`src/logic/weld_seq_pkg.sv`:
```
package weld_seq_pkg;
	// ----------------------------------------
	// Sequence limits
	// ----------------------------------------
	localparam int NUM_STEPS = 5;
	localparam logic [7:0] PROG_MAX = 8'hFA;
	localparam logic [7:0] STEP1_PROG_MIN = 8'h00;
	localparam logic [7:0] STEPN_PROG_MIN = 8'h01;
	localparam logic [7:0] COUNT_MAX = 8'h19;
	localparam logic [7:0] STEP1_COUNT_MIN = 8'h01;
	localparam logic [7:0] STEPN_COUNT_MIN = 8'h00;
	localparam logic [7:0] POS_FIRST = 8'h01;

	// ----------------------------------------
	// Reset values
	// ----------------------------------------
	localparam logic [7:0] STEP1_PROG_RST = 8'h00;
	localparam logic [7:0] STEP1_COUNT_RST = 8'h01;
	localparam logic [7:0] STEPN_PROG_RST = 8'h01;
	localparam logic [7:0] STEPN_COUNT_RST = 8'h00;

	// ----------------------------------------
	// Register map, byte addresses
	// ----------------------------------------
	localparam logic [7:0] STEP_BASE = 8'h00; // Program at +8*i, count at +8*i+4
	localparam logic [7:0] STEP_STRIDE = 8'h08;
	localparam logic [7:0] STEP_LAST = 8'h24;
	localparam logic [7:0] CTRL_OFS = 8'h28;
	localparam logic [7:0] STATUS_OFS = 8'h2C;
	localparam logic [7:0] LAST_POS_OFS = 8'h30;
	localparam logic [7:0] TOTAL_OFS = 8'h34;
	localparam logic [7:0] NEXT_POS_OFS = 8'h38;
	localparam logic [7:0] NEXT_PROG_OFS = 8'h3C;
	localparam logic [7:0] LAST_PROG_OFS = 8'h40;
	localparam logic [7:0] LAST_RMS_OFS = 8'h44;
	localparam logic [7:0] LAST_TIME_OFS = 8'h48;
	localparam logic [7:0] SPOT_CNT_OFS = 8'h4C;

	// Field positions
	localparam int CTRL_REWIND_BIT = 0;
	localparam int STATUS_ACTIVE_BIT = 0;
	localparam int STATUS_BUSY_BIT = 1;

	// AXI responses
	localparam logic [1:0] RESP_OKAY = 2'h0;
	localparam logic [1:0] RESP_SLVERR = 2'h2;

	// Result of one spot from the weld timer
	typedef struct packed {
		logic [15:0] rms;
		logic [15:0] weld_time;
	} spot_result_s;

	// Write command from the bus slave
	typedef struct packed {
		logic en;
		logic [7:0] addr;
		logic [31:0] data;
	} reg_write_s;

	typedef enum logic [0:0] {
		SEQ_IDLE = 1'b0,
		SEQ_WELD = 1'b1
	} seq_state_e;
endpackage

```
`src/logic/axil_slave_port.sv`:
```
`timescale 1ns/100ps
module axil_slave_port (
	input wire logic aclk,
	input wire logic aresetn,
	input wire logic [7:0] awaddr,
	input wire logic awvalid,
	output logic awready,
	input wire logic [31:0] wdata,
	input wire logic [3:0] wstrb,
	input wire logic wvalid,
	output logic wready,
	output logic [1:0] bresp,
	output logic bvalid,
	input wire logic bready,
	input wire logic [7:0] araddr,
	input wire logic arvalid,
	output logic arready,
	output logic [31:0] rdata,
	output logic [1:0] rresp,
	output logic rvalid,
	input wire logic rready,
	output weld_seq_pkg::reg_write_s wr,
	input wire logic wr_err,
	output logic [7:0] rd_addr,
	input wire logic [31:0] rd_data,
	input wire logic rd_err
);
	import weld_seq_pkg::*;

	logic aw_held, w_held;
	logic aw_err, next_aw_err;
	logic next_aw_held, next_w_held, next_awready, next_wready, next_bvalid;
	logic next_arready, next_rvalid;
	logic [7:0] aw_addr, next_aw_addr;
	logic [31:0] w_data, next_w_data;
	logic [1:0] next_bresp, next_rresp;
	logic [31:0] next_rdata;
	reg_write_s next_wr;

	assign rd_addr = araddr;

	// ----------------------------------------
	// Handshakes
	// ----------------------------------------
	// Address and data may arrive in either order; the write fires once both are held
	always_comb begin
		next_aw_held = aw_held;
		next_w_held = w_held;
		next_aw_addr = aw_addr;
		next_aw_err = aw_err;
		next_w_data = w_data;
		next_bvalid = bvalid;
		next_bresp = bresp;
		next_wr = '0;
		if (awvalid && awready) begin
			next_aw_held = 1'b1;
			next_aw_addr = awaddr;
			// Judged on the address as taken; the master may move it afterwards
			next_aw_err = wr_err;
		end
		if (wvalid && wready) begin
			next_w_held = 1'b1;
			next_w_data = wdata;
		end
		if (bvalid && bready)
			next_bvalid = 1'b0;
		if (aw_held && w_held && !bvalid) begin
			next_wr.en = 1'b1;
			next_wr.addr = aw_addr;
			next_wr.data = w_data;
			next_bresp = aw_err ? RESP_SLVERR : RESP_OKAY;
			next_bvalid = 1'b1;
			next_aw_held = 1'b0;
			next_w_held = 1'b0;
		end
		// Ready drops while a word is held, so one write at most is in flight
		next_awready = !next_aw_held && !next_bvalid;
		next_wready = !next_w_held && !next_bvalid;
		next_rvalid = rvalid;
		next_rdata = rdata;
		next_rresp = rresp;
		if (rvalid && rready)
			next_rvalid = 1'b0;
		if (arvalid && arready) begin
			next_rvalid = 1'b1;
			next_rdata = rd_data;
			next_rresp = rd_err ? RESP_SLVERR : RESP_OKAY;
		end
		next_arready = !next_rvalid;
	end

	always_ff @(posedge aclk) begin
		if (!aresetn) begin
			aw_held <= 1'b0;
			w_held <= 1'b0;
			aw_addr <= '0;
			aw_err <= 1'b0;
			w_data <= '0;
			awready <= 1'b0;
			wready <= 1'b0;
			bvalid <= 1'b0;
			bresp <= RESP_OKAY;
			arready <= 1'b0;
			rvalid <= 1'b0;
			rdata <= '0;
			rresp <= RESP_OKAY;
			wr <= '0;
		end else begin
			aw_held <= next_aw_held;
			w_held <= next_w_held;
			aw_addr <= next_aw_addr;
			aw_err <= next_aw_err;
			w_data <= next_w_data;
			awready <= next_awready;
			wready <= next_wready;
			bvalid <= next_bvalid;
			bresp <= next_bresp;
			arready <= next_arready;
			rvalid <= next_rvalid;
			rdata <= next_rdata;
			rresp <= next_rresp;
			wr <= next_wr;
		end
	end
endmodule

```
`src/logic/weld_program_sequencer.sv`:
```
// Local design decisions: the AXI4-Lite slave port and the register addresses.
`timescale 1ns/100ps
// Overview of operation
// - Five steps of program and spot count; step one takes program 0-250, count 1-25.
// - Steps two to five take program 1-250 and count 0-25.
// - Step one program zero disables the sequence; no automatic program choice.
// - With the sequence active, the external program selection is ignored.
// - One cycle start per spot; each start taken while idle makes exactly one spot, a start while a spot runs is ignored.
// - After a step's spot count, move to the next step and its program.
// - Report last completed spot position and sequence total, the sum of counts.
// - Report next spot position and the program it will use.
// - After each spot report program used and measured RMS current.
// - After each spot report weld time and cumulative spot counter.
// - In run position, forward key moves next position up by one.
// - In run position, backward key moves next position back by one.
module weld_program_sequencer #(
	parameter int STEPS = weld_seq_pkg::NUM_STEPS
) (
	input wire logic aclk,
	input wire logic aresetn,
	input wire logic [7:0] s_axi_awaddr,
	input wire logic s_axi_awvalid,
	output logic s_axi_awready,
	input wire logic [31:0] s_axi_wdata,
	input wire logic [3:0] s_axi_wstrb,
	input wire logic s_axi_wvalid,
	output logic s_axi_wready,
	output logic [1:0] s_axi_bresp,
	output logic s_axi_bvalid,
	input wire logic s_axi_bready,
	input wire logic [7:0] s_axi_araddr,
	input wire logic s_axi_arvalid,
	output logic s_axi_arready,
	output logic [31:0] s_axi_rdata,
	output logic [1:0] s_axi_rresp,
	output logic s_axi_rvalid,
	input wire logic s_axi_rready,
	input wire logic cycle_start,
	input wire logic key_run,
	input wire logic key_forward,
	input wire logic key_backward,
	input wire logic [7:0] ext_program,
	output logic weld_go,
	output logic [7:0] weld_program,
	input wire logic weld_done,
	input wire weld_seq_pkg::spot_result_s weld_result,
	output logic program_sequence_mode,
	output logic [7:0] next_program_indicator
);
	import weld_seq_pkg::*;

	// ----------------------------------------
	// Helpers
	// ----------------------------------------
	// Program for a 1-based spot position; zero-count steps never match
	function automatic logic [7:0] prog_at(input logic [7:0] pos,
			input logic [STEPS-1:0][7:0] prg, input logic [STEPS-1:0][7:0] cnt);
		logic [7:0] acc;
		logic [7:0] res;
		logic hit;
		acc = '0;
		res = prg[0];
		hit = 1'b0;
		for (int i = 0; i < STEPS; i++) begin
			acc = acc + cnt[i];
			if (!hit && pos <= acc && cnt[i] != 8'h00) begin
				res = prg[i];
				hit = 1'b1;
			end
		end
		return res;
	endfunction

	// Range check on a written value for a given step
	function automatic logic value_ok(input int step, input logic is_count,
			input logic [7:0] v);
		logic [7:0] lo;
		if (is_count)
			lo = (step == 0) ? STEP1_COUNT_MIN : STEPN_COUNT_MIN;
		else
			lo = (step == 0) ? STEP1_PROG_MIN : STEPN_PROG_MIN;
		return v >= lo && v <= (is_count ? COUNT_MAX : PROG_MAX);
	endfunction

	// ----------------------------------------
	// State
	// ----------------------------------------
	logic [STEPS-1:0][7:0] step_program_number, next_step_program_number;
	logic [STEPS-1:0][7:0] step_count, next_step_count;
	logic [2:0] start_sync, key_fwd_sync, key_back_sync, next_start_sync;
	logic [2:0] next_key_fwd_sync, next_key_back_sync;
	logic [1:0] run_sync, next_run_sync;
	seq_state_e state, next_state;
	logic [7:0] last_pos, next_last_pos, next_pos, next_next_pos;
	logic [7:0] last_prog, next_last_prog;
	spot_result_s last_result, next_last_result;
	logic [31:0] spot_cnt, next_spot_cnt;
	logic next_weld_go;
	logic [7:0] next_weld_program;
	logic next_mode;
	logic [7:0] next_indicator;
	logic [7:0] total;
	logic seq_active;
	logic start_edge, fwd_edge, back_edge;
	reg_write_s wr;
	logic wr_err;
	logic [7:0] rd_addr;
	logic [31:0] rd_data;
	logic rd_err;

	// ----------------------------------------
	// Register bus
	// ----------------------------------------
	axil_slave_port u_bus (
		.aclk(aclk),
		.aresetn(aresetn),
		.awaddr(s_axi_awaddr),
		.awvalid(s_axi_awvalid),
		.awready(s_axi_awready),
		.wdata(s_axi_wdata),
		.wstrb(s_axi_wstrb),
		.wvalid(s_axi_wvalid),
		.wready(s_axi_wready),
		.bresp(s_axi_bresp),
		.bvalid(s_axi_bvalid),
		.bready(s_axi_bready),
		.araddr(s_axi_araddr),
		.arvalid(s_axi_arvalid),
		.arready(s_axi_arready),
		.rdata(s_axi_rdata),
		.rresp(s_axi_rresp),
		.rvalid(s_axi_rvalid),
		.rready(s_axi_rready),
		.wr(wr),
		.wr_err(wr_err),
		.rd_addr(rd_addr),
		.rd_data(rd_data),
		.rd_err(rd_err)
	);

	// Writes beyond the step table and control word are refused
	assign wr_err = !(s_axi_awaddr <= STEP_LAST || s_axi_awaddr == CTRL_OFS) ||
		s_axi_awaddr[1:0] != 2'b00;

	// Derived sequence figures
	always_comb begin
		total = '0;
		for (int i = 0; i < STEPS; i++)
			total = total + step_count[i];
	end
	// Step one program zero turns the whole sequence off
	assign seq_active = step_program_number[0] != 8'h00;
	// Edge detect on the second stage only, never on the first flop
	assign start_edge = start_sync[1] && !start_sync[2];
	assign fwd_edge = key_fwd_sync[1] && !key_fwd_sync[2];
	assign back_edge = key_back_sync[1] && !key_back_sync[2];

	// Read mux; status and progress are live
	always_comb begin
		rd_data = '0;
		rd_err = 1'b0;
		if (rd_addr <= STEP_LAST && rd_addr[1:0] == 2'b00) begin
			for (int i = 0; i < STEPS; i++) begin
				if (rd_addr == STEP_BASE + 8'(i) * STEP_STRIDE)
					rd_data[7:0] = step_program_number[i];
				if (rd_addr == STEP_BASE + 8'(i) * STEP_STRIDE + 8'h04)
					rd_data[7:0] = step_count[i];
			end
		end else begin
			case (rd_addr)
				CTRL_OFS: rd_data = '0;
				STATUS_OFS: begin
					rd_data[STATUS_ACTIVE_BIT] = seq_active;
					rd_data[STATUS_BUSY_BIT] = state == SEQ_WELD;
				end
				LAST_POS_OFS: rd_data[7:0] = last_pos;
				TOTAL_OFS: rd_data[7:0] = total;
				NEXT_POS_OFS: rd_data[7:0] = next_pos;
				NEXT_PROG_OFS: rd_data[7:0] = next_program_indicator;
				LAST_PROG_OFS: rd_data[7:0] = last_prog;
				LAST_RMS_OFS: rd_data[15:0] = last_result.rms;
				LAST_TIME_OFS: rd_data[15:0] = last_result.weld_time;
				SPOT_CNT_OFS: rd_data = spot_cnt;
				default: rd_err = 1'b1;
			endcase
		end
	end

	// ----------------------------------------
	// Sequencer
	// ----------------------------------------
	// Pins pass two flops; a third holds the previous level for edges
	always_comb begin
		next_start_sync = {start_sync[1:0], cycle_start};
		next_key_fwd_sync = {key_fwd_sync[1:0], key_forward};
		next_key_back_sync = {key_back_sync[1:0], key_backward};
		next_run_sync = {run_sync[0], key_run};
		next_step_program_number = step_program_number;
		next_step_count = step_count;
		next_state = state;
		next_last_pos = last_pos;
		next_next_pos = next_pos;
		next_last_prog = last_prog;
		next_last_result = last_result;
		next_spot_cnt = spot_cnt;
		next_weld_go = 1'b0;
		next_weld_program = weld_program;
		// Out-of-range values are dropped so the table stays legal
		if (wr.en) begin
			for (int i = 0; i < STEPS; i++) begin
				if (wr.addr == STEP_BASE + 8'(i) * STEP_STRIDE &&
						wr.data[31:8] == '0 && value_ok(i, 1'b0, wr.data[7:0]))
					next_step_program_number[i] = wr.data[7:0];
				if (wr.addr == STEP_BASE + 8'(i) * STEP_STRIDE + 8'h04 &&
						wr.data[31:8] == '0 && value_ok(i, 1'b1, wr.data[7:0]))
					next_step_count[i] = wr.data[7:0];
			end
			if (wr.addr == CTRL_OFS && wr.data[CTRL_REWIND_BIT])
				next_next_pos = POS_FIRST;
		end
		case (state)
			SEQ_IDLE: begin
				if (start_edge) begin
					next_weld_go = 1'b1;
					// External choice only counts while the sequence is off
					next_weld_program = seq_active ? next_program_indicator :
						ext_program;
					next_state = SEQ_WELD;
				end else if (run_sync[1] && seq_active) begin
					// Keys act between spots only, never in the cycle of a start
					if (fwd_edge && next_pos < total)
						next_next_pos = next_pos + 8'h01;
					else if (back_edge && next_pos > POS_FIRST)
						next_next_pos = next_pos - 8'h01;
				end
			end
			SEQ_WELD: begin
				// Further starts are ignored until the spot reports back
				if (weld_done) begin
					next_last_prog = weld_program;
					next_last_result = weld_result;
					next_spot_cnt = spot_cnt + 32'h1;
					// Disabled mode still counts spots but leaves the position alone
					if (seq_active) begin
						next_last_pos = next_pos;
						next_next_pos = (next_pos >= total) ? POS_FIRST : next_pos + 8'h01;
					end
					next_state = SEQ_IDLE;
				end
			end
			default: next_state = SEQ_IDLE;
		endcase
		// A shrunken table must not leave the pointer past its end
		if (next_next_pos > total || next_next_pos < POS_FIRST)
			next_next_pos = POS_FIRST;
		next_mode = seq_active;
		next_indicator = prog_at(next_next_pos, next_step_program_number,
			next_step_count);
	end

	always_ff @(posedge aclk) begin
		if (!aresetn) begin
			start_sync <= '0;
			key_fwd_sync <= '0;
			key_back_sync <= '0;
			run_sync <= '0;
			step_program_number[0] <= STEP1_PROG_RST;
			step_count[0] <= STEP1_COUNT_RST;
			for (int i = 1; i < STEPS; i++) begin
				step_program_number[i] <= STEPN_PROG_RST;
				step_count[i] <= STEPN_COUNT_RST;
			end
			state <= SEQ_IDLE;
			last_pos <= '0;
			next_pos <= POS_FIRST;
			last_prog <= '0;
			last_result <= '0;
			spot_cnt <= '0;
			weld_go <= 1'b0;
			weld_program <= '0;
			program_sequence_mode <= 1'b0;
			next_program_indicator <= STEP1_PROG_RST;
		end else begin
			start_sync <= next_start_sync;
			key_fwd_sync <= next_key_fwd_sync;
			key_back_sync <= next_key_back_sync;
			run_sync <= next_run_sync;
			step_program_number <= next_step_program_number;
			step_count <= next_step_count;
			state <= next_state;
			last_pos <= next_last_pos;
			next_pos <= next_next_pos;
			last_prog <= next_last_prog;
			last_result <= next_last_result;
			spot_cnt <= next_spot_cnt;
			weld_go <= next_weld_go;
			weld_program <= next_weld_program;
			program_sequence_mode <= next_mode;
			next_program_indicator <= next_indicator;
		end
	end
endmodule

```
`config.mk`:
```
export PLATFORM = sky130hd
export DESIGN_NAME = weld_program_sequencer
export DESIGN_NICKNAME = d
export VERILOG_FILES = /design/src/logic/weld_seq_pkg.sv /design/src/logic/axil_slave_port.sv /design/src/logic/weld_program_sequencer.sv
export SDC_FILE = /design/constraint.sdc
export NUM_CORES = 1
export LEC_CHECK = 0
export BUFFER_PORTS_ARGS = -buffer_cell sky130_fd_sc_hd__clkbuf_2
export CAP_MARGIN = 20
export CORE_MARGIN = 2
export CORE_UTILIZATION = 40
export CTS_BUF_LIST = sky130_fd_sc_hd__clkbuf_4 sky130_fd_sc_hd__clkbuf_8
export DETAILED_ROUTE_END_ITERATION = 8
export GPL_TIMING_DRIVEN = 0
export HOLD_SLACK_MARGIN = 0.02
export PLACE_DENSITY_LB_ADDON = 0.08
export SYNTH_ARGS = -nofsm -noshare
export SYNTH_HDL_FRONTEND = slang
export SYNTH_SLANG_ARGS = --single-unit
```
`constraint.sdc`:
```
create_clock -name aclk -period 11.65 [get_ports aclk]
set_input_delay 0 -clock aclk [delete_from_list [all_inputs] [get_ports aclk]]
set_output_delay 0 -clock aclk [all_outputs]
set_load 0.05 [all_outputs]
```
==> results.ini <==
[timing]
finalMaxSlewViolations=0
skew_ns=0.0357
tightest_slew_ns=1.05
hold_viol=0
fin_setup_tns_ns=0
period_needed_ns=11.18
clock.fmax_ghz=0.0894
rsz0062_at_grt=false
hold_ws_ns=0.0832
slew_headroom=0.297
finalWorstSetupSlack_ns=0.467
finalCritPeriodShare=0.960
setup_violations=0

[placement]
placed_area_mm2=0.0184
place_hpwl_um=46000
pre_cts_ws_ns=0.400
place_inst=2728
io_buffers=156
gp_congestion=0.973

[layout]
layout.nets=2572
layout-drive-gt1-share=0.127
n_antenna_cell=0
area_growth_syn_to_layout_pct=22.0
final_cell_count_no_fill=2928
design_area_mm2=0.0206

[clock_network]
cts_sinks=321
cts_tree=yes
cts_root_buffer=clkbuf_8
cts_buffer_depth=3
clk_pin_slew_ns=0.06
numCtsBuffers=55
clock_latency_ns=0.66
htree_levels=2

[drt]
drtPass1Iterations=6
via_per_inst=5.50
wl_um=60300
ant_nets=0
wl_per_cell_um=20.6
num_vias=16094
drc_errors=0
drt_iter0_drc=1401

[setup_path]
slowest_delay_ns=0.53
critPathMaxFanout=10
critPathSlowestCell=fa_1
rr_endpoint=next_program_indicator[5]
critPathRequiredTime_ns=12.14
r2r_cells=41
cp-end-kind=register
crit_type=reg -> reg
r2r-start=step_count[9]
reg2reg_slack_ns=0.47
start_kind=register
arrival_ns=11.67

[floorplan]
core.rowCount=75
ioPinCount=163
initial_core_util=0.404
core_mm2=0.0418
die-area_mm2=0.0439
die_w_um=209
die_h_um=209

[global_routing]
grt_pass1_vias=15843
grtUsageMet3=0.0525
use_met1=0.341
grt_pass1_wl_um=91100
grtUsageMet2=0.455
grt_usage=0.271
grt_max_degree=16
overflow=0
grt_busiest_layer=met2
antenna_found_initial=0

[run]
max_cap_violations=0

[yosys]
ys_types=83
syn-cell-area_mm2=0.0169
ys.flop_type=dfxtp_1
synth_edf_count=0
synth_cells=2030
yosysWarnings=0
ys_ff_latch=321
synthArstFlopShare=0
avgSynthCellArea_um2=8.32
seq_area_frac_synth=0.381

[pwr]
power_density_mw_per_mm2=118
power.leakage_nw=8.67
ir_drop_mv=0.0851

[hold_path]
holdCritPathClass=in -> reg
hold_start=s_axi_wvalid
min_to=u_bus.w_data[1]
min_path_cells=5

[status]
status=completed

layout by cell type (no fill, tap or decap), types with 20 or more instances in the layout:
cell           netlist  routed
clkbuf_8             0      76
mux2i_1             58      58
dfxtp_1            321     321
nor2_1             215     215
a21oi_1            175     175
ha_1                92      92
a31oi_1             20      20
o21ai_0             39      38
xnor2_1             39      39
nor3_1              32      32
and2_1              34      34
a22oi_1             44      44
fa_1                24      24
nand3_1             38      38
clkbuf_1            87      87
nand2_1            278     278
inv_1              127     127
dlygate4sd3_1        0     104
and3_1              56      56
xor2_1              28      28
nor4_1              23      23
clkbuf_2             0     156
through the flow:
stage | total power [mW] | util
2_1_floorplan | 1.26 | -
5_1_grt | 2.52 | 0.493
3_3_place_gp | 1.33 | 0.439
6_report | 2.43 | 0.493
4_1_cts | 2.45 | 0.493
3_5_place_dp | 1.33 | 0.439
sequential cells by signal (all words and copies together), names as in the netlist, 2 cells and up:
signal / cells
last_prog: 8
next_pos: 8
u_bus.rdata: 32
last_pos: 8
u_bus.w_data: 32
u_bus.wr: 41
key_fwd_sync: 3
key_back_sync: 3
u_bus.aw_addr: 8
next_program_indicator: 8
step_count: 40
last_result: 32
weld_program: 8
start_sync: 3
spot_cnt: 32
run_sync: 2
step_program_number: 40
power by group:
group | switching [mW] | internal [mW]
sequential | 0.0110 | 1.12
combinational | 0.130 | 0.0806
clock | 0.474 | 0.623
total | 0.615 | 1.82
synth_stat cells, drive strengths merged, types with 12 or more instances:
master	count	area share
buf	15	0.0050
mux2i	58	0.034
clkbuf	87	0.019
dfxtp	321	0.38
a22oi	44	0.020
a222oi	16	0.0095
o21bai	15	0.0067
a221oi	16	0.0083
nand3	39	0.012
fa	24	0.028
nor2b	16	0.0059
a21oi	175	0.052
nand4	16	0.0059
and3	56	0.021
nand2b	14	0.0052
a211oi	17	0.0079
o21a	12	0.0054
nand2	278	0.062
a21o	16	0.0071
xnor2	40	0.021
nor4	26	0.011
ha	92	0.068
nor3	37	0.012
inv	127	0.028
xor2	28	0.015
and2	35	0.013
nor2	215	0.048
a31oi	20	0.0074
o21ai	41	0.012
critical path, delay by kind of cell (launching register included):
| family | cells | cell delay, ns |
|---|---|---|
| buffers and inverters | 5 | 0.88 |
| adders and majority gates | 10 | 3.62 |
| and+or+nand+nor | 6 | 0.97 |
| muxes | 1 | 0.37 |
| AOI/OAI and AO/OA | 18 | 4.55 |
| xor gates and xnor gates | 1 | 0.17 |
| DFF | 1 | 0.44 |
cells by family (layout without fill, tap and decap cells):
kind of cell / Yosys count / count (layout) / share of synthesized area
adder cells (fa/ha/maj): 118 / 118 / 0.0980
buffers and inverters: 230 / 588 / 0.0528
other: 1 / 2 / 0.000222
XOR/XNOR: 68 / 68 / 0.0357
AO/OA/AOI/OAI: 450 / 450 / 0.177
AND/OR/NAND/NOR: 777 / 777 / 0.217
multiplexers: 65 / 65 / 0.0391
flip-flops: 321 / 321 / 0.381
how the worst max path moves through the flow:
stage / slack, ns / cells past startpoint / to / startpoint
after detailed placement: 0.40 / 40 / next_program_indicator[0] / step_count[9]
final: 0.47 / 41 / next_program_indicator[5] / step_count[9]
after CTS: 0.34 / 40 / next_program_indicator[0] / step_count[9]
after floorplan: 2.46 / 40 / next_program_indicator[0] / step_count[1]
after global routing: 0.08 / 41 / next_program_indicator[5] / step_count[9]
after global placement: 0.16 / 40 / next_program_indicator[5] / step_count[1]
cell type report:
class	count	area [µm²]
fillers	4092	21200
multi-input cells	1480	9570
flip-flops and latches	321	6430
repair buffers	264	1850
clock buffers	91	1160
well taps	539	674
inverters	128	480
plain buffers	102	410
clock inverters	3	30.0
metal layers:
layer,share of wire,up-vias
met5,0,-
met4,0.038,0
met3,0.066,128
met2,0.47,571
met1,0.42,7650
li1,-,7745
what timing repair did:
item / in CTS / in global routing
resized for setup: 0 / 3
endpoints found under the setup margin: 0 / 8
hold buffers: 104 / 0
endpoints found under the hold margin: 98 / 0
setup buffers: 0 / 0
(Power assumes the default switching activity.)
